File: src/verilog/ies_pkg.sv
// Behaviour
// - Track A, B on dedicated inputs
// - Mode 0: no measurement, inputs released
// - Mode 1: direction, one edge per mark
// - Mode 4: direction, four edges per mark
// - Modes 11/12: track A only, positive
// - Modes 101/104 invert sign of 1/4
// - Modes 111/112 one-channel, always negative
// - Configs 210/211/230 give track B to sensor; the config value is only stored, and track B follows the mode
// - One-channel modes leave track B free
// - Marks setting 1..8192, default 1024
// - Track inputs handle up to 150 kHz
// - At least one edge every 2 ms
package ies_pkg;
    localparam logic [11:0] ADDR_MODE = 12'h000;
    localparam logic [11:0] ADDR_MARKS = 12'h004;
    localparam logic [11:0] ADDR_CONFIG = 12'h008;
    localparam logic [11:0] ADDR_COUNT = 12'h00C;
    localparam logic [11:0] ADDR_SPEED = 12'h010;
    localparam logic [11:0] ADDR_STATUS = 12'h014;
    localparam logic [11:0] ADDR_INTERVAL = 12'h018;
    localparam logic [7:0] MODE_RESET = 8'h00;
    localparam logic [13:0] MARKS_MIN = 14'h0001;
    localparam logic [13:0] MARKS_MAX = 14'h2000;
    localparam logic [13:0] MARKS_RESET = 14'h0400;
    localparam logic [8:0] CONFIG_RESET = 9'h000;
    localparam int CLK_HZ = 100000000;
    localparam int FMAX_HZ = 150000;
    localparam int EDGE_GAP_US = 2000;
    localparam int EDGE_GAP_CYC = (CLK_HZ / 1000000) * EDGE_GAP_US;
    localparam int HALF_PER_MIN_CYC = (CLK_HZ + 2 * FMAX_HZ - 1) / (2 * FMAX_HZ);
    localparam logic [31:0] INTERVAL_RESET = 32'h000F4240;
    typedef enum logic [3:0] {
        IES_OFF = 4'b0000,
        IES_SINGLE = 4'b0001,
        IES_QUAD = 4'b0010,
        IES_ONE_SINGLE = 4'b0011,
        IES_ONE_DOUBLE = 4'b0100,
        IES_SINGLE_INV = 4'b0101,
        IES_QUAD_INV = 4'b0110,
        IES_ONE_SINGLE_NEG = 4'b0111,
        IES_ONE_DOUBLE_NEG = 4'b1000
    } ies_mode_type;
endpackage

File: src/verilog/ies_top.sv
`timescale 1ns/1ps
`default_nettype none
// Incremental encoder speed evaluation with APB register access
module ies_top (
    // APB clock and reset
    input wire logic pclk,
    input wire logic presetn,
    // APB slave
    input wire logic psel,
    input wire logic penable,
    input wire logic pwrite,
    input wire logic [11:0] paddr,
    input wire logic [31:0] pwdata,
    output logic [31:0] prdata,
    output logic pready,
    output logic pslverr,
    // Encoder tracks
    input wire logic track_a_input,
    input wire logic track_b_input,
    // Released inputs for other functions
    output logic track_a_free,
    output logic track_b_free,
    output logic track_a_other,
    output logic track_b_other,
    // Speed result
    output logic [31:0] speed_out,
    output logic speed_valid,
    output logic edge_timeout
);
    logic [7:0] mode_raw_r;
    logic [13:0] marks_r;
    logic [8:0] config_r;
    logic [31:0] interval_r;
    ies_pkg::ies_mode_type mode;
    logic mode_ok;
    logic a_d_r, b_d_r;
    logic a_edge, b_edge, a_rise;
    logic cnt_en, two_ch, b_used;
    logic signed [31:0] step;
    logic signed [31:0] count_r;
    logic signed [31:0] latch_r;
    logic [31:0] tick_r;
    logic [31:0] gap_r;
    logic [2:0] factor;
    logic div_start_r, div_busy, div_done;
    logic [31:0] div_q;
    logic [31:0] div_num_r;
    logic neg_r;
    logic setup_rd, wr_en;
    logic [31:0] rd_nxt;
    // Decoded mode words: bit 4 says the number is supported
    logic [4:0] wr_dec;
    logic [4:0] cur_dec;

    // Map the printed mode number to an internal mode; unknown numbers are rejected
    function automatic logic [4:0] decode_mode(input logic [7:0] n);
        case (n)
            8'h00: decode_mode = {1'b1, ies_pkg::IES_OFF};
            8'h01: decode_mode = {1'b1, ies_pkg::IES_SINGLE};
            8'h04: decode_mode = {1'b1, ies_pkg::IES_QUAD};
            8'h0B: decode_mode = {1'b1, ies_pkg::IES_ONE_SINGLE};
            8'h0C: decode_mode = {1'b1, ies_pkg::IES_ONE_DOUBLE};
            8'h65: decode_mode = {1'b1, ies_pkg::IES_SINGLE_INV};
            8'h68: decode_mode = {1'b1, ies_pkg::IES_QUAD_INV};
            8'h6F: decode_mode = {1'b1, ies_pkg::IES_ONE_SINGLE_NEG};
            8'h70: decode_mode = {1'b1, ies_pkg::IES_ONE_DOUBLE_NEG};
            default: decode_mode = {1'b0, ies_pkg::IES_OFF};
        endcase
    endfunction

    // Decode once into nets; a select on a call result is not portable
    assign wr_dec = decode_mode(pwdata[7:0]);
    assign cur_dec = decode_mode(mode_raw_r);

    // Write lands in the single access cycle, read data is fetched in setup
    assign wr_en = psel && penable && pwrite;
    assign setup_rd = psel && !penable && !pwrite;

    // Register writes; an out-of-range marks value is refused and the old value kept
    always_ff @(posedge pclk or negedge presetn) begin
        if (!presetn) begin
            mode_raw_r <= ies_pkg::MODE_RESET;
            marks_r <= ies_pkg::MARKS_RESET;
            config_r <= ies_pkg::CONFIG_RESET;
            interval_r <= ies_pkg::INTERVAL_RESET;
        end else if (wr_en) begin
            case (paddr)
                ies_pkg::ADDR_MODE: begin
                    if (wr_dec[4] && pwdata[31:8] == 24'h000000) begin
                        mode_raw_r <= pwdata[7:0];
                    end
                end
                ies_pkg::ADDR_MARKS: begin
                    if (pwdata >= 32'(ies_pkg::MARKS_MIN) && pwdata <= 32'(ies_pkg::MARKS_MAX)) begin
                        marks_r <= pwdata[13:0];
                    end
                end
                ies_pkg::ADDR_CONFIG: config_r <= pwdata[8:0];
                ies_pkg::ADDR_INTERVAL: begin
                    if (pwdata != 32'h00000000) begin
                        interval_r <= pwdata;
                    end
                end
                default: ;
            endcase
        end
    end

    assign mode_ok = cur_dec[4];
    assign mode = ies_pkg::ies_mode_type'(cur_dec[3:0]);

    // Mode properties
    always_comb begin
        cnt_en = 1'b1;
        two_ch = 1'b0;
        factor = 3'h1;
        case (mode)
            ies_pkg::IES_OFF: cnt_en = 1'b0;
            ies_pkg::IES_SINGLE, ies_pkg::IES_SINGLE_INV: two_ch = 1'b1;
            ies_pkg::IES_QUAD, ies_pkg::IES_QUAD_INV: begin
                two_ch = 1'b1;
                factor = 3'h4;
            end
            ies_pkg::IES_ONE_SINGLE, ies_pkg::IES_ONE_SINGLE_NEG: factor = 3'h1;
            ies_pkg::IES_ONE_DOUBLE, ies_pkg::IES_ONE_DOUBLE_NEG: factor = 3'h2;
            default: cnt_en = 1'b0;
        endcase
    end

    // Any two-channel mode claims track B, which covers configs 210/211/230;
    // the configuration number is only stored, so a one-channel mode always frees B
    assign b_used = cnt_en && two_ch;

    // Track sampling; inputs are taken as synchronous
    // One sample per 10 ns clock sees every level of a 150 kHz track many times
    always_ff @(posedge pclk or negedge presetn) begin
        if (!presetn) begin
            a_d_r <= 1'b0;
            b_d_r <= 1'b0;
        end else begin
            a_d_r <= track_a_input;
            b_d_r <= track_b_input;
        end
    end

    assign a_edge = track_a_input ^ a_d_r;
    assign b_edge = track_b_input ^ b_d_r;
    assign a_rise = track_a_input && !a_d_r;

    // Edge step by mode; A leading B is forward
    always_comb begin
        step = 32'sd0;
        case (mode)
            ies_pkg::IES_SINGLE, ies_pkg::IES_SINGLE_INV: begin
                // A rising while B is still low means A leads: forward
                if (a_rise) begin
                    step = track_b_input ? -32'sd1 : 32'sd1;
                end
            end
            ies_pkg::IES_QUAD, ies_pkg::IES_QUAD_INV: begin
                if (a_edge && !b_edge) begin
                    step = (track_a_input ^ track_b_input) ? 32'sd1 : -32'sd1;
                end else if (b_edge && !a_edge) begin
                    step = (track_a_input ^ track_b_input) ? -32'sd1 : 32'sd1;
                end
            end
            ies_pkg::IES_ONE_SINGLE, ies_pkg::IES_ONE_SINGLE_NEG: begin
                if (a_rise) begin
                    step = 32'sd1;
                end
            end
            ies_pkg::IES_ONE_DOUBLE, ies_pkg::IES_ONE_DOUBLE_NEG: begin
                if (a_edge) begin
                    step = 32'sd1;
                end
            end
            default: step = 32'sd0;
        endcase
    end

    // Edge counting over the measurement interval
    always_ff @(posedge pclk or negedge presetn) begin
        if (!presetn) begin
            count_r <= 32'sd0;
            latch_r <= 32'sd0;
            tick_r <= 32'h00000000;
            div_start_r <= 1'b0;
            div_num_r <= 32'h00000000;
            neg_r <= 1'b0;
        end else begin
            div_start_r <= 1'b0;
            if (!cnt_en) begin
                count_r <= 32'sd0;
                tick_r <= 32'h00000000;
            end else if (tick_r >= interval_r - 32'h00000001) begin
                tick_r <= 32'h00000000;
                count_r <= 32'sd0;
                latch_r <= count_r + step;
                // Sign of the step count, inverted or forced per mode
                case (mode)
                    ies_pkg::IES_SINGLE_INV, ies_pkg::IES_QUAD_INV:
                        neg_r <= !((count_r + step) < 0);
                    ies_pkg::IES_ONE_SINGLE_NEG, ies_pkg::IES_ONE_DOUBLE_NEG:
                        neg_r <= 1'b1;
                    ies_pkg::IES_ONE_SINGLE, ies_pkg::IES_ONE_DOUBLE:
                        neg_r <= 1'b0;
                    default: neg_r <= (count_r + step) < 0;
                endcase
                div_num_r <= ((count_r + step) < 0) ? 32'(-(count_r + step))
                                                     : 32'(count_r + step);
                div_start_r <= !div_busy;
            end else begin
                tick_r <= tick_r + 32'h00000001;
                count_r <= count_r + step;
            end
        end
    end

    // Edge count over marks times factor; result in revolutions per interval, Q16
    // Largest divisor is 8192 * 4, which still fits the 16-bit divisor
    // Counts above 65535 per interval wrap: keep the interval short enough
    ies_div u_div (
        .pclk(pclk),
        .presetn(presetn),
        .start(div_start_r),
        .dividend({div_num_r[15:0], 16'h0000}),
        .divisor(16'(marks_r) * 16'(factor)),
        .busy(div_busy),
        .done(div_done),
        .quotient(div_q)
    );

    // Speed output and edge gap watch
    always_ff @(posedge pclk or negedge presetn) begin
        if (!presetn) begin
            speed_out <= 32'h00000000;
            speed_valid <= 1'b0;
            gap_r <= 32'h00000000;
            edge_timeout <= 1'b0;
        end else begin
            speed_valid <= div_done;
            if (div_done) begin
                speed_out <= neg_r ? 32'(-div_q) : div_q;
            end else if (!cnt_en) begin
                speed_out <= 32'h00000000;
            end
            // Flags a track idle longer than the smooth-running limit
            if (!cnt_en || step != 32'sd0) begin
                gap_r <= 32'h00000000;
                edge_timeout <= 1'b0;
            end else if (gap_r >= 32'(ies_pkg::EDGE_GAP_CYC)) begin
                edge_timeout <= 1'b1;
            end else begin
                gap_r <= gap_r + 32'h00000001;
            end
        end
    end

    // Release tracks to other functions when not used by the sensor
    always_ff @(posedge pclk or negedge presetn) begin
        if (!presetn) begin
            track_a_free <= 1'b1;
            track_b_free <= 1'b1;
            track_a_other <= 1'b0;
            track_b_other <= 1'b0;
        end else begin
            track_a_free <= !cnt_en;
            track_b_free <= !b_used;
            track_a_other <= cnt_en ? 1'b0 : track_a_input;
            track_b_other <= b_used ? 1'b0 : track_b_input;
        end
    end

    // Read data mux
    always_comb begin
        case (paddr)
            ies_pkg::ADDR_MODE: rd_nxt = {24'h000000, mode_raw_r};
            ies_pkg::ADDR_MARKS: rd_nxt = {18'h00000, marks_r};
            ies_pkg::ADDR_CONFIG: rd_nxt = {23'h000000, config_r};
            ies_pkg::ADDR_COUNT: rd_nxt = latch_r;
            ies_pkg::ADDR_SPEED: rd_nxt = speed_out;
            ies_pkg::ADDR_STATUS: rd_nxt = {28'h0000000, mode_ok, edge_timeout, b_used, cnt_en};
            ies_pkg::ADDR_INTERVAL: rd_nxt = interval_r;
            default: rd_nxt = 32'h00000000;
        endcase
    end

    // APB answer: zero wait, data registered in setup; unmapped gives error
    // Registered pready gives every access exactly one access cycle
    always_ff @(posedge pclk or negedge presetn) begin
        if (!presetn) begin
            prdata <= 32'h00000000;
            pready <= 1'b0;
            pslverr <= 1'b0;
        end else begin
            pready <= psel && !penable;
            pslverr <= psel && !penable && (paddr > ies_pkg::ADDR_INTERVAL || paddr[1:0] != 2'b00);
            if (setup_rd) begin
                prdata <= rd_nxt;
            end
        end
    end
endmodule
`default_nettype wire

File: src/verilog/ies_div.sv
`timescale 1ns/1ps
`default_nettype none
// Sequential restoring divider, 32 by 16 bits, one quotient bit per cycle
module ies_div (
    // Clock and reset
    input wire logic pclk,
    input wire logic presetn,
    // Request
    input wire logic start,
    input wire logic [31:0] dividend,
    input wire logic [15:0] divisor,
    // Answer
    output logic busy,
    output logic done,
    output logic [31:0] quotient
);
    logic [31:0] rem_r;
    logic [31:0] quo_r;
    logic [5:0] cnt_r;
    logic [32:0] trial;

    // Shift-subtract step; divisor zero yields all ones
    always_comb begin
        trial = {rem_r, quo_r[31]} - {17'h00000, divisor};
    end

    always_ff @(posedge pclk or negedge presetn) begin
        if (!presetn) begin
            rem_r <= 32'h00000000;
            quo_r <= 32'h00000000;
            cnt_r <= 6'h00;
            busy <= 1'b0;
            done <= 1'b0;
            quotient <= 32'h00000000;
        end else begin
            done <= 1'b0;
            if (start && !busy) begin
                rem_r <= 32'h00000000;
                quo_r <= dividend;
                cnt_r <= 6'h20;
                busy <= 1'b1;
            end else if (busy) begin
                if (!trial[32]) begin
                    rem_r <= trial[31:0];
                    quo_r <= {quo_r[30:0], 1'b1};
                end else begin
                    rem_r <= {rem_r[30:0], quo_r[31]};
                    quo_r <= {quo_r[30:0], 1'b0};
                end
                cnt_r <= cnt_r - 6'h01;
                if (cnt_r == 6'h01) begin
                    busy <= 1'b0;
                    done <= 1'b1;
                    quotient <= !trial[32] ? {quo_r[30:0], 1'b1} : {quo_r[30:0], 1'b0};
                end
            end
        end
    end
endmodule
`default_nettype wire

File: config.mk
export PLATFORM = sky130hd
export DESIGN_NAME = ies_top
export DESIGN_NICKNAME = d
export VERILOG_FILES = /design/src/verilog/ies_pkg.sv /design/src/verilog/ies_top.sv /design/src/verilog/ies_div.sv
export SDC_FILE = /design/constraint.sdc
export NUM_CORES = 1
export LEC_CHECK = 0
export BUFFER_PORTS_ARGS = -buffer_cell sky130_fd_sc_hd__buf_2
export CORE_ASPECT_RATIO = 0.6
export CORE_MARGIN = 4
export CORE_UTILIZATION = 40
export DETAILED_ROUTE_END_ITERATION = 7
export HOLD_SLACK_MARGIN = 0.05
export SLEW_MARGIN = 20
export SYNTH_ARGS = -nofsm -noshare
export SYNTH_HDL_FRONTEND = slang
export SYNTH_HIERARCHICAL = 1
export SYNTH_SLANG_ARGS = --single-unit
File: constraint.sdc
create_clock -name pclk -period 7.45 [get_ports pclk]
set_input_delay 0.745 -clock pclk [delete_from_list [all_inputs] [get_ports pclk]]
set_output_delay 0.745 -clock pclk [all_outputs]
set_load 0.03 [all_outputs]
==> results of run 1 <==
## area by class of cell
cell class                      instances  area, µm²
Clock buffer                           58       1180
Sequential cell                       386       9676
Clock inverter                         16      240.2
Timing Repair Buffer                  150      879.6
Fill cell                            5276      30370
Inverter                               90      337.8
Multi-Input combinational cell       1866      12280
Tap cell                              759      949.7
## logic make-up (layout without fill, tap and decap cells)
family                     Yosys count  in the layout  share of synthesized area, %
other                                1             16                       0.01658
buffers and inverters              206            314                         3.540
DFF                                386            386                         42.76
xor gates and xnor gates           168            168                         6.538
muxes                              124            124                         5.852
and+or+nand+nor                    962            962                         19.80
AOI/OAI and AO/OA                  476            476                         14.36
adders and majority gates          120            120                         7.136
## cell usage after synthesis (6+ instances only)
library cell / number / area [µm²]
or2_2: 9 / 56.30
fa_1: 15 / 300.3
o21bai_1: 6 / 45.04
a21boi_0: 8 / 60.06
o211ai_1: 22 / 165.2
a221oi_1: 6 / 52.55
dfstp_2: 10 / 262.8
nand2b_1: 14 / 87.58
o21a_1: 6 / 45.04
a211oi_1: 8 / 60.06
a31oi_1: 25 / 156.4
a222oi_1: 34 / 340.3
and2_1: 33 / 206.5
xnor2_1: 95 / 832.1
mux2i_1: 58 / 580.6
or3_1: 24 / 150.1
clkbuf_1: 83 / 311.6
nor4_1: 31 / 193.9
o31ai_1: 11 / 82.58
or4_1: 15 / 112.6
inv_1: 90 / 337.8
mux2_2: 64 / 720.7
buf_1: 18 / 67.56
a21oi_1: 61 / 305.3
a22o_1: 12 / 105.1
nand2_1: 430 / 1614
nand4_1: 25 / 156.4
nor3_1: 47 / 235.2
nand3_1: 61 / 305.3
nor2_1: 187 / 701.9
ha_1: 105 / 1314
a21o_1: 29 / 217.7
and3_1: 30 / 187.7
o21ai_0: 173 / 865.8
dfrtp_1: 376 / 9409
nor2b_1: 16 / 100.1
xor2_1: 72 / 630.6
buf_2: 12 / 60.06
## worst max path at each step
stage / slack (ns) / from / endpoint
final: 0.51 / mode_raw_r[4]$_DFFE_PN0P_ / u_div/rem_r[2]$_DFFE_PN0P_
after global routing: 0.01 / mode_raw_r[3]$_DFFE_PN0P_ / u_div/rem_r[2]$_DFFE_PN0P_
after CTS: 0.60 / mode_raw_r[4]$_DFFE_PN0P_ / u_div/rem_r[2]$_DFFE_PN0P_
after detailed placement: 0.66 / mode_raw_r[4]$_DFFE_PN0P_ / u_div/rem_r[2]$_DFFE_PN0P_
after global placement: 0.92 / mode_raw_r[4]$_DFFE_PN0P_ / u_div/rem_r[0]$_DFFE_PN0P_
after floorplan: 1.18 / mode_raw_r[3]$_DFFE_PN0P_ / u_div/rem_r[11]$_DFFE_PN0P_
## routing by layer
layer / vias to the layer above / track usage, %
met1: 9179 / 34.68
met5: - / 0
met4: 0 / 3.378
li1: 8793 / -
met3: 69 / 5.349
met2: 632 / 29.94
## where the power goes
group          internal (W)  switching, W  leakage [nW]
combinational     0.0000248     0.0000790          6.19
clock               0.00131      0.000887         0.701
sequential          0.00210    0.00000244          5.06
total               0.00344      0.000968          12.0
## sequential cells by signal, indices dropped and copies added (netlist names), 6 cells and up
register        flops
count_r            32
gap_r              32
interval_r         32
latch_r            32
prdata             32
speed_out          32
tick_r             32
u_div/quo_r        32
u_div/quotient     32
u_div/rem_r        32
div_num_r          15
marks_r            14
config_r            9
mode_raw_r          8
u_div/cnt_r         6
## metrics by stage
stage          setup slack [ns]  instances
2_1_floorplan             1.184       2458
3_3_place_gp             0.9156       3250
3_5_place_dp             0.6566       3250
4_1_cts                  0.6003       3324
5_1_grt                 0.01183       3325
6_report                 0.5092       3325
==> reports/results.ini, run 1 <==
[run_status]
outcome = finished with violations
violations = design-rule violations

[global_routing]
grt_max_degree = 168
grt_pass1_vias = 17820
grt_overflow_total = 0
antenna_found_initial = 2
grt_pass1_wl_um = 104800
grtUsageTotal_pct = 21.82

[layout]
drive_gt1_share_pct = 13.48
nets = 2705
final_common_cell = nand2_1
layout_common_cells = 430 x nand2_1, 373 x dfrtp_1, 184 x nor2_1
synthToLayoutAreaGrowth_pct = 12.93
fin_util_pct = 45.68
fin_area_um2 = 25540
antennaDiodeCount = 0

[routing]
drcViolationCount = 4
routed_wl_um = 66260
met2_wirelength_um = 26010
wl_met1_um = 33340
top_layer = met4
dr_wl_met3_um = 6032
drtIter0Drc = 1971
ant_nets = 0
routed_via_density = 5.616
wl_per_cell_um = 19.93
vias = 18670
drt_pass1_iterations = 8

[floorplan]
rows = 67
core-area_um2 = 55910
ioPinCount = 123
start_util_pct = 40.45
die_area_um2 = 60540
dieHeight_um = 192.2
die_x_um = 315.0

[critical_path]
r2r_cells = 28
cp_max_fo = 14
crit-reg2reg-capture = u_div/rem_r[2]$_DFFE_PN0P_
critical-path-max-stage-delay_ns = 0.49
path_class = flip-flop to flip-flop
required_ns = 7.86
startpoint_type = flip-flop
path_delay_family = simple AND/OR/NAND/NOR gates
r2r_start = mode_raw_r[4]$_DFFE_PN0P_
critPathBufInv = 4
end_kind = flip-flop
critical_path_arrival_ns = 7.36
critPathMostFrequentCell = nand3_1
crit_slowest_cell = dfrtp_1
reg2reg_slack_ns = 0.51
critical_path_depth = 28

[timing]
setup_viol = 0
holdWs_ns = 0.1228
fin_crit_sh_pct = 93.16
max_freq_mhz = 144.1
period_needed_ns = 6.941
setup_tns_ns = 0
hold_viol = 0
rsz0062_at_grt = false
maxSlewViolCount = 0
tightest_slew_ns = 1.106
slew_headroom_pct = 26.10
fin_skew_ns = 0.03581

[logic_synthesis]
yosysWarnings = 6
async_flop_share_pct = 100.0
synth_edf_count = 0
ys_seq_area_share_pct = 42.76
ys.flop_type = dfrtp_1
synth_cells = 2443
synth_seq_cells = 386
synth_cell_types = 98
avgSynthCellArea_um2 = 9.259
netlist_area_um2 = 22620

[clock_network]
cts-root-buf = clkbuf_16
post-cts-setup-buffer-count = 0
ctsHoldBuffers = 0
clockBufferDepth = 3
cts_resized = 0
clkTransAtPathRegs_ns = 0.06
htreeDepth = 2
tritoncts = done
cts_buffers = 40
cts.sinks = 386
insertion_delay_ns = 0.56

[pwr]
p_per_area_nw_per_um2 = 172.4
leakage_nw = 11.95
power_w = 0.004405
irDropWorstVdd_v = 0.0001355

[place]
hpwl_um = 48760
io_buffers = 122
place_area_um2 = 24080
gp_congestion = 0.8835

[hold_path]
hold_class = primary input to async pin

[flow_run]
max-cap-violations = 0

Note: power is estimated with default switching activity, not from simulation.
==> run 2, diff against run 1 <==
--- a/config.mk
+++ b/config.mk
@@ -9,6 +9,7 @@
 export CORE_ASPECT_RATIO = 0.6
 export CORE_MARGIN = 4
 export CORE_UTILIZATION = 40
+export CTS_BUF_LIST = sky130_fd_sc_hd__clkbuf_2
 export DETAILED_ROUTE_END_ITERATION = 7
 export HOLD_SLACK_MARGIN = 0.05
 export SLEW_MARGIN = 20
==> run 2 against run 1 <==
- the flow still finishes with violations (design-rule violations)
- largest power group is now sequential cells
- critical path type unchanged
- non-clock buffer count up 37
- utilization is 0.34 points lower
- clock-buffer cell count increased by 84
==> reports/results.ini, run 2 (same netlist as run 1, synthesis figures left out) <==
[routing]
routed_via_density = 5.531  ; -1.5%
ant_nets = 0  ; unchanged
wl_per_cell_um = 19.46  ; -2.3%
vias = 19180  ; +2.7%
drt_pass1_iterations = 8  ; unchanged
drtIter0Drc = 1805  ; -8.4%
drcViolationCount = 2  ; -2
routed_wl_um = 67500  ; +1.9%

[timing]
fin_crit_sh_pct = 92.92  ; -0.25 points
fin_skew_ns = 0.1205  ; +0.08472 ns
tightest_slew_ns = 1.152  ; +0.04667 ns
hold_viol = 0  ; unchanged
max_freq_mhz = 144.5  ; +0.26%
maxSlewViolCount = 0  ; unchanged
setup_tns_ns = 0  ; unchanged
setup_slack_ns = 0.5275  ; +0.01827 ns
rsz0062_at_grt = false
period_needed_ns = 6.922  ; -0.01827 ns
setup_viol = 0  ; unchanged
slew_headroom_pct = 22.98  ; -3.1 points

[floorplan]
start_util_pct = 40.45  ; unchanged
die_area_um2 = 60540  ; unchanged
rows = 67  ; unchanged
dieHeight_um = 192.2  ; unchanged
die_x_um = 315.0  ; unchanged
core-area_um2 = 55910  ; unchanged
ioPinCount = 123  ; unchanged

[critical_path]
path_delay_family = simple AND/OR/NAND/NOR gates
critical_path_arrival_ns = 7.83  ; +0.47 ns
crit_slowest_cell = dfrtp_1
path_class = flip-flop to flip-flop
required_ns = 8.35  ; +0.49 ns
critPathBufInv = 4  ; unchanged
critical-path-max-stage-delay_ns = 0.51  ; +0.02 ns
critPathMostFrequentCell = nand3_1
cp_max_fo = 14  ; unchanged
startpoint_type = flip-flop
end_kind = flip-flop

[clock_network]
clkTransAtPathRegs_ns = 0.12  ; +0.06 ns
cts_buffers = 98  ; +150%
tritoncts = done
post-cts-setup-buffer-count = 0  ; unchanged
cts.sinks = 386  ; unchanged
clockBufferDepth = 3  ; unchanged
cts-root-buf = clkbuf_2
htreeDepth = 3  ; +1
insertion_delay_ns = 1.07  ; +0.51 ns

[run_status]
violations = design-rule violations
outcome = finished with violations

[place]
gp_congestion = 0.8835  ; unchanged
io_buffers = 122  ; unchanged
dp_slack_ns = 0.6566  ; unchanged
hpwl_um = 48760  ; unchanged

[pwr]
irDropWorstVdd_v = 0.00007628  ; -44%
leakage_nw = 12.06  ; +0.91%
p_per_area_nw_per_um2 = 144.9  ; -16%

[layout]
final_common_cell = nand2_1
nets = 2800  ; +3.5%
drive_gt1_share_pct = 15.92  ; +2.4 points
layout_common_cells = 430 x nand2_1, 373 x dfrtp_1, 184 x nor2_1
num-fill-cells = 5409  ; +2.5%
synthToLayoutAreaGrowth_pct = 12.08
fin_util_pct = 45.34  ; -0.34 points

[hold_path]
hold_class = primary input to flip-flop

[flow_run]
max-cap-violations = 0  ; unchanged

[global_routing]
grt_pass1_wl_um = 106400  ; +1.6%
grt_pass1_vias = 18530  ; +4.0%
grt_max_degree = 168  ; unchanged
grtUsageTotal_pct = 22.27  ; +0.45 points
grt_overflow_total = 0  ; unchanged
antenna_found_initial = 2  ; unchanged

[run 2: cell type report]
class	count	area, µm²	share of cell area (%)
flip-flops and latches	386	9676	38.17
multi-input cells	1866	12280	48.45
clock buffers	142	710.7	2.803
well taps	759	949.7	3.746
diodes	1	2.502	0.009871
repair buffers	187	1232	4.861
clock inverters	37	161.4	0.6367
inverters	90	337.8	1.333
[run 2: routing by layer]
| metal | up-vias | track usage, % | wire length (µm) |
|---|---|---|---|
| met2 | 674 | 30.05 | 26410 |
| met1 | 9347 | 34.21 | 33690 |
| met5 | - | 0 | 0 |
| met3 | 109 | 6.729 | 6141 |
| li1 | 9050 | - | - |
| met4 | 0 | 5.524 | 1263 |
[run 2: worst paths after layout]
| check | depth (start not counted) | slack, ns | to | from |
|---|---|---|---|---|
| hold / removal | 3 | 0.23 | pslverr$_DFF_PN0_ | paddr[2] |
| min in group asynchronous | 2 | 0.24 | interval_r[23]$_DFFE_PN0P_ | presetn |
| setup / recovery | 28 | 0.53 | u_div/rem_r[12]$_DFFE_PN0P_ | mode_raw_r[4]$_DFFE_PN0P_ |
| max in group asynchronous | 3 | 5.73 | u_div/done$_DFF_PN0_ | presetn |
| setup reg to reg | 28 | 0.53 | u_div/rem_r[12]$_DFFE_PN0P_ | mode_raw_r[4]$_DFFE_PN0P_ |
| hold reg to reg | 2 | 0.47 | u_div/quotient[16]$_DFFE_PN0P_ | u_div/quo_r[15]$_DFFE_PN0P_ |
[run 2: worst reg2reg max path: cells and delay by family (launching register included)]
| kind | cells | cell delay (ns) |
|---|---|---|
| mux | 1 | 0.22 |
| xor+xnor | 2 | 0.66 |
| simple gates | 10 | 2.24 |
| flops | 1 | 0.51 |
| buf+inv | 4 | 0.57 |
| fa+ha+maj | 3 | 0.94 |
| compound gates | 8 | 1.64 |
[run 2: power by group]
part | total (W) | switching, W | internal (W)
Combinational | 0.000119 | 0.0000825 | 0.0000363
Sequential | 0.00210 | 0.00000249 | 0.00210
Clock | 0.00145 | 0.000935 | 0.000519
[run 2: timing repair]
item                                   CTS  global route
setup endpoints to repair                0             0
hold buffers                            38             0
resized for setup                        0             0
endpoints found under the hold margin  132             0
[run 2: stage by stage]
stage	area [µm²]	hold WS, ns	cells	power (W)
finish	25350	0.2304	3468	0.003673
global placement	24080	0.4589	3250	0.002243
global route	25350	0.1371	3468	0.003864
floorplan	22680	0.3519	2458	0.002168
CTS	25330	0.05537	3467	0.003740
detailed placement	24080	0.4642	3250	0.002245
==> run 3, diff against run 2 <==
--- a/config.mk
+++ b/config.mk
@@ -6,7 +6,7 @@
 export NUM_CORES = 1
 export LEC_CHECK = 0
 export BUFFER_PORTS_ARGS = -buffer_cell sky130_fd_sc_hd__buf_2
-export CORE_ASPECT_RATIO = 0.6
+export CORE_ASPECT_RATIO = 1.4
 export CORE_MARGIN = 4
 export CORE_UTILIZATION = 40
 export CTS_BUF_LIST = sky130_fd_sc_hd__clkbuf_2
==> run 3 against run 2 <==
- the run now ends clean
- via count down 1.6%
- worst hold slack got worse by 0.043 ns
- critical path type unchanged
- critical endpoint is now u_div/rem_r[0]$_DFFE_PN0P_
- power is 3.0% higher
- largest cell class unchanged
==> reports/results.ini, run 3 (same netlist as run 1, synthesis figures left out) <==
[run_status]
outcome = finished clean

[critical_path]
end_kind = flip-flop
r2r_cells = 29  ; +3.6%
required_ns = 8.41  ; +0.06 ns
r2r_start = mode_raw_r[4]$_DFFE_PN0P_
path_delay_family = simple AND/OR/NAND/NOR gates
startpoint = mode_raw_r[4]$_DFFE_PN0P_
critPathBufInv = 5  ; +1
path_class = flip-flop to flip-flop
critPathMostFrequentCell = nand3_1
cp_max_fo = 15  ; +1
critical_path_arrival_ns = 7.76  ; -0.07 ns
startpoint_type = flip-flop
crit_slowest_cell = xnor2_1
critical_path_depth = 29  ; +3.6%
critical-path-max-stage-delay_ns = 0.55  ; +0.04 ns

[clock_network]
clkTransAtPathRegs_ns = 0.10  ; -0.02 ns
cts_buffers = 99  ; +1.0%
clockBufferDepth = 3  ; unchanged
post-cts-setup-buffer-count = 0  ; unchanged
insertion_delay_ns = 1.13  ; +0.06 ns
tritoncts = done
cts-root-buf = clkbuf_2
cts_resized = 0  ; unchanged
ctsHoldBuffers = 39  ; +2.6%
htreeDepth = 3  ; unchanged
cts.sinks = 386  ; unchanged

[pwr]
p_int_w = 0.002777  ; +4.7%
p_clk_share_pct = 41.3  ; +1.7 points
irDropWorstVdd_v = 0.00008444  ; +11%
leakage_nw = 12.14  ; +0.65%
p_per_area_nw_per_um2 = 148.9  ; +2.8%
switching_share_pct = 26.62  ; -1.1 points
switching_power_w = 0.001007  ; -1.2%
power_frac_seq_pct = 55.5  ; -1.7 points
p_comb_share_pct = 3.2  ; about the same

[floorplan]
dieHeight_um = 289.4  ; +51%
die_area_um2 = 60470  ; -0.12%
ioPinCount = 123  ; unchanged
start_util_pct = 40.65  ; +0.20 points
rows = 102  ; +52%
die_x_um = 209.0  ; -34%
core-area_um2 = 55640  ; -0.49%

[timing]
max_freq_mhz = 147.0  ; +1.8%
period_needed_ns = 6.802  ; -0.1201 ns
setup_tns_ns = 0  ; unchanged
slew_headroom_pct = 32.36  ; +9.4 points
tightest_slew_ns = 1.015  ; -0.1377 ns
holdWs_ns = 0.1870  ; -0.04335 ns
fin_crit_sh_pct = 91.31  ; -1.6 points
setup_viol = 0  ; unchanged
rsz0062_at_grt = false
maxSlewViolCount = 0  ; unchanged
fin_skew_ns = 0.1099  ; -0.01061 ns
hold_viol = 0  ; unchanged

[layout]
fin_area_um2 = 25420  ; +0.27%
drive_gt1_share_pct = 16.27  ; +0.35 points
final_common_cell = nand2_1
layout_common_cells = 430 x nand2_1, 373 x dfrtp_1, 185 x nor2_1
stdcell_count = 3442  ; -0.75%
num-fill-cells = 5496  ; +1.6%
nets = 2804  ; +0.14%
synthToLayoutAreaGrowth_pct = 12.39

[hold_path]
hp-start = paddr[3]
holdPathStages = 3  ; unchanged
hold_class = primary input to flip-flop

[place]
gp_congestion = 0.8926  ; +1.0%
dp.cells = 3221  ; -0.89%
place_area_um2 = 24060  ; about the same
io_buffers = 122  ; unchanged
hpwl_um = 46660  ; -4.3%

[routing]
ant_nets = 0  ; unchanged
drtIter0Drc = 1106  ; -39%
routed_via_density = 5.481  ; -0.90%
vias = 18870  ; -1.6%
wl_per_cell_um = 18.71  ; -3.9%
drt_pass1_iterations = 6  ; -2
routed_wl_um = 64390  ; -4.6%
drcViolationCount = 0  ; -2

[flow_run]
max-cap-violations = 0  ; unchanged

[global_routing]
grt_pass1_vias = 19160  ; +3.4%
grt_pass1_wl_um = 103600  ; -2.6%
antenna_found_initial = 5  ; +3
grtUsageTotal_pct = 21.07  ; -1.2 points
grt_max_degree = 125  ; -26%
grt_overflow_total = 0  ; unchanged

-- run 3: changes by cell type in the layout (fill, tap and decap cells not counted), moves of 2 or more --
| cell | delta |
|---|---|
| clkinv_1 | -9 |
| clkbuf_2 | +8 |
| buf_4 | +3 |
| bufinv_16 | +3 |
| clkinv_4 | -2 |
| diode_2 | +2 |
-- run 3: worst paths after layout --
path | to | slack [ns]
min reg2reg | prdata[18]$_DFFE_PN0P_ | 0.48
max in group asynchronous | count_r[22]$_DFF_PN0_ | 5.76
max | u_div/rem_r[0]$_DFFE_PN0P_ | 0.65
min | pslverr$_DFF_PN0_ | 0.19
min in group asynchronous | marks_r[13]$_DFFE_PN0P_ | 0.21
max reg2reg | u_div/rem_r[0]$_DFFE_PN0P_ | 0.65
-- run 3: worst register-to-register path: cells and delay by family (launching register included) --
| kind | cells | cell delay (ns) |
|---|---|---|
| compound gates | 8 | 1.77 |
| buf+inv | 5 | 0.78 |
| flops | 1 | 0.49 |
| simple gates | 11 | 2.04 |
| xor+xnor | 2 | 0.71 |
| fa+ha+maj | 3 | 0.96 |
-- run 3: through the flow --
| stage | util [%] | total power, W | worst slack, ns |
|---|---|---|---|
| 3_5_place_dp | 43.23 | 0.002248 | 0.6852 |
| 3_3_place_gp | 43.22 | 0.002246 | 0.8188 |
| 2_1_floorplan | - | 0.002168 | 1.184 |
| 6_report | 45.68 | 0.003784 | 0.6476 |
| 4_1_cts | 45.64 | 0.003852 | 0.6379 |
| 5_1_grt | 45.68 | 0.003962 | 0.03470 |
-- run 3: power by group through the flow --
| stage | sequential, W | combinational, W | clock (W) |
|---|---|---|---|
| global route | 0.00210 | 0.000136 | 0.00173 |
| detailed placement | 0.00214 | 0.000107 | 0 |
| global placement | 0.00214 | 0.000105 | 0 |
| finish | 0.00210 | 0.000121 | 0.00156 |
| CTS | 0.00210 | 0.000124 | 0.00163 |
| floorplan | 0.00215 | 0.0000210 | 0 |
-- run 3: layer usage --
metal	global-route usage [%]	wire, µm	share of wire (%)
met1	25.46	26760	42
met2	36.87	31770	49
met3	4.452	3724	5.8
met4	8.324	2113	3.3
met5	0	22	0.034
-- run 3: cell type report --
| type | instances | area (µm²) | share of cell area [%] |
|---|---|---|---|
| multi-input combinational | 1866 | 12280 | 48.32 |
| antenna | 3 | 7.507 | 0.02953 |
| sequential | 386 | 9676 | 38.06 |
| inverter | 90 | 337.8 | 1.329 |
| clock buffer | 150 | 750.7 | 2.953 |
| timing repair buffer | 190 | 1254 | 4.932 |
| clock inverter | 29 | 200.2 | 0.7875 |
| tap | 728 | 910.9 | 3.583 |
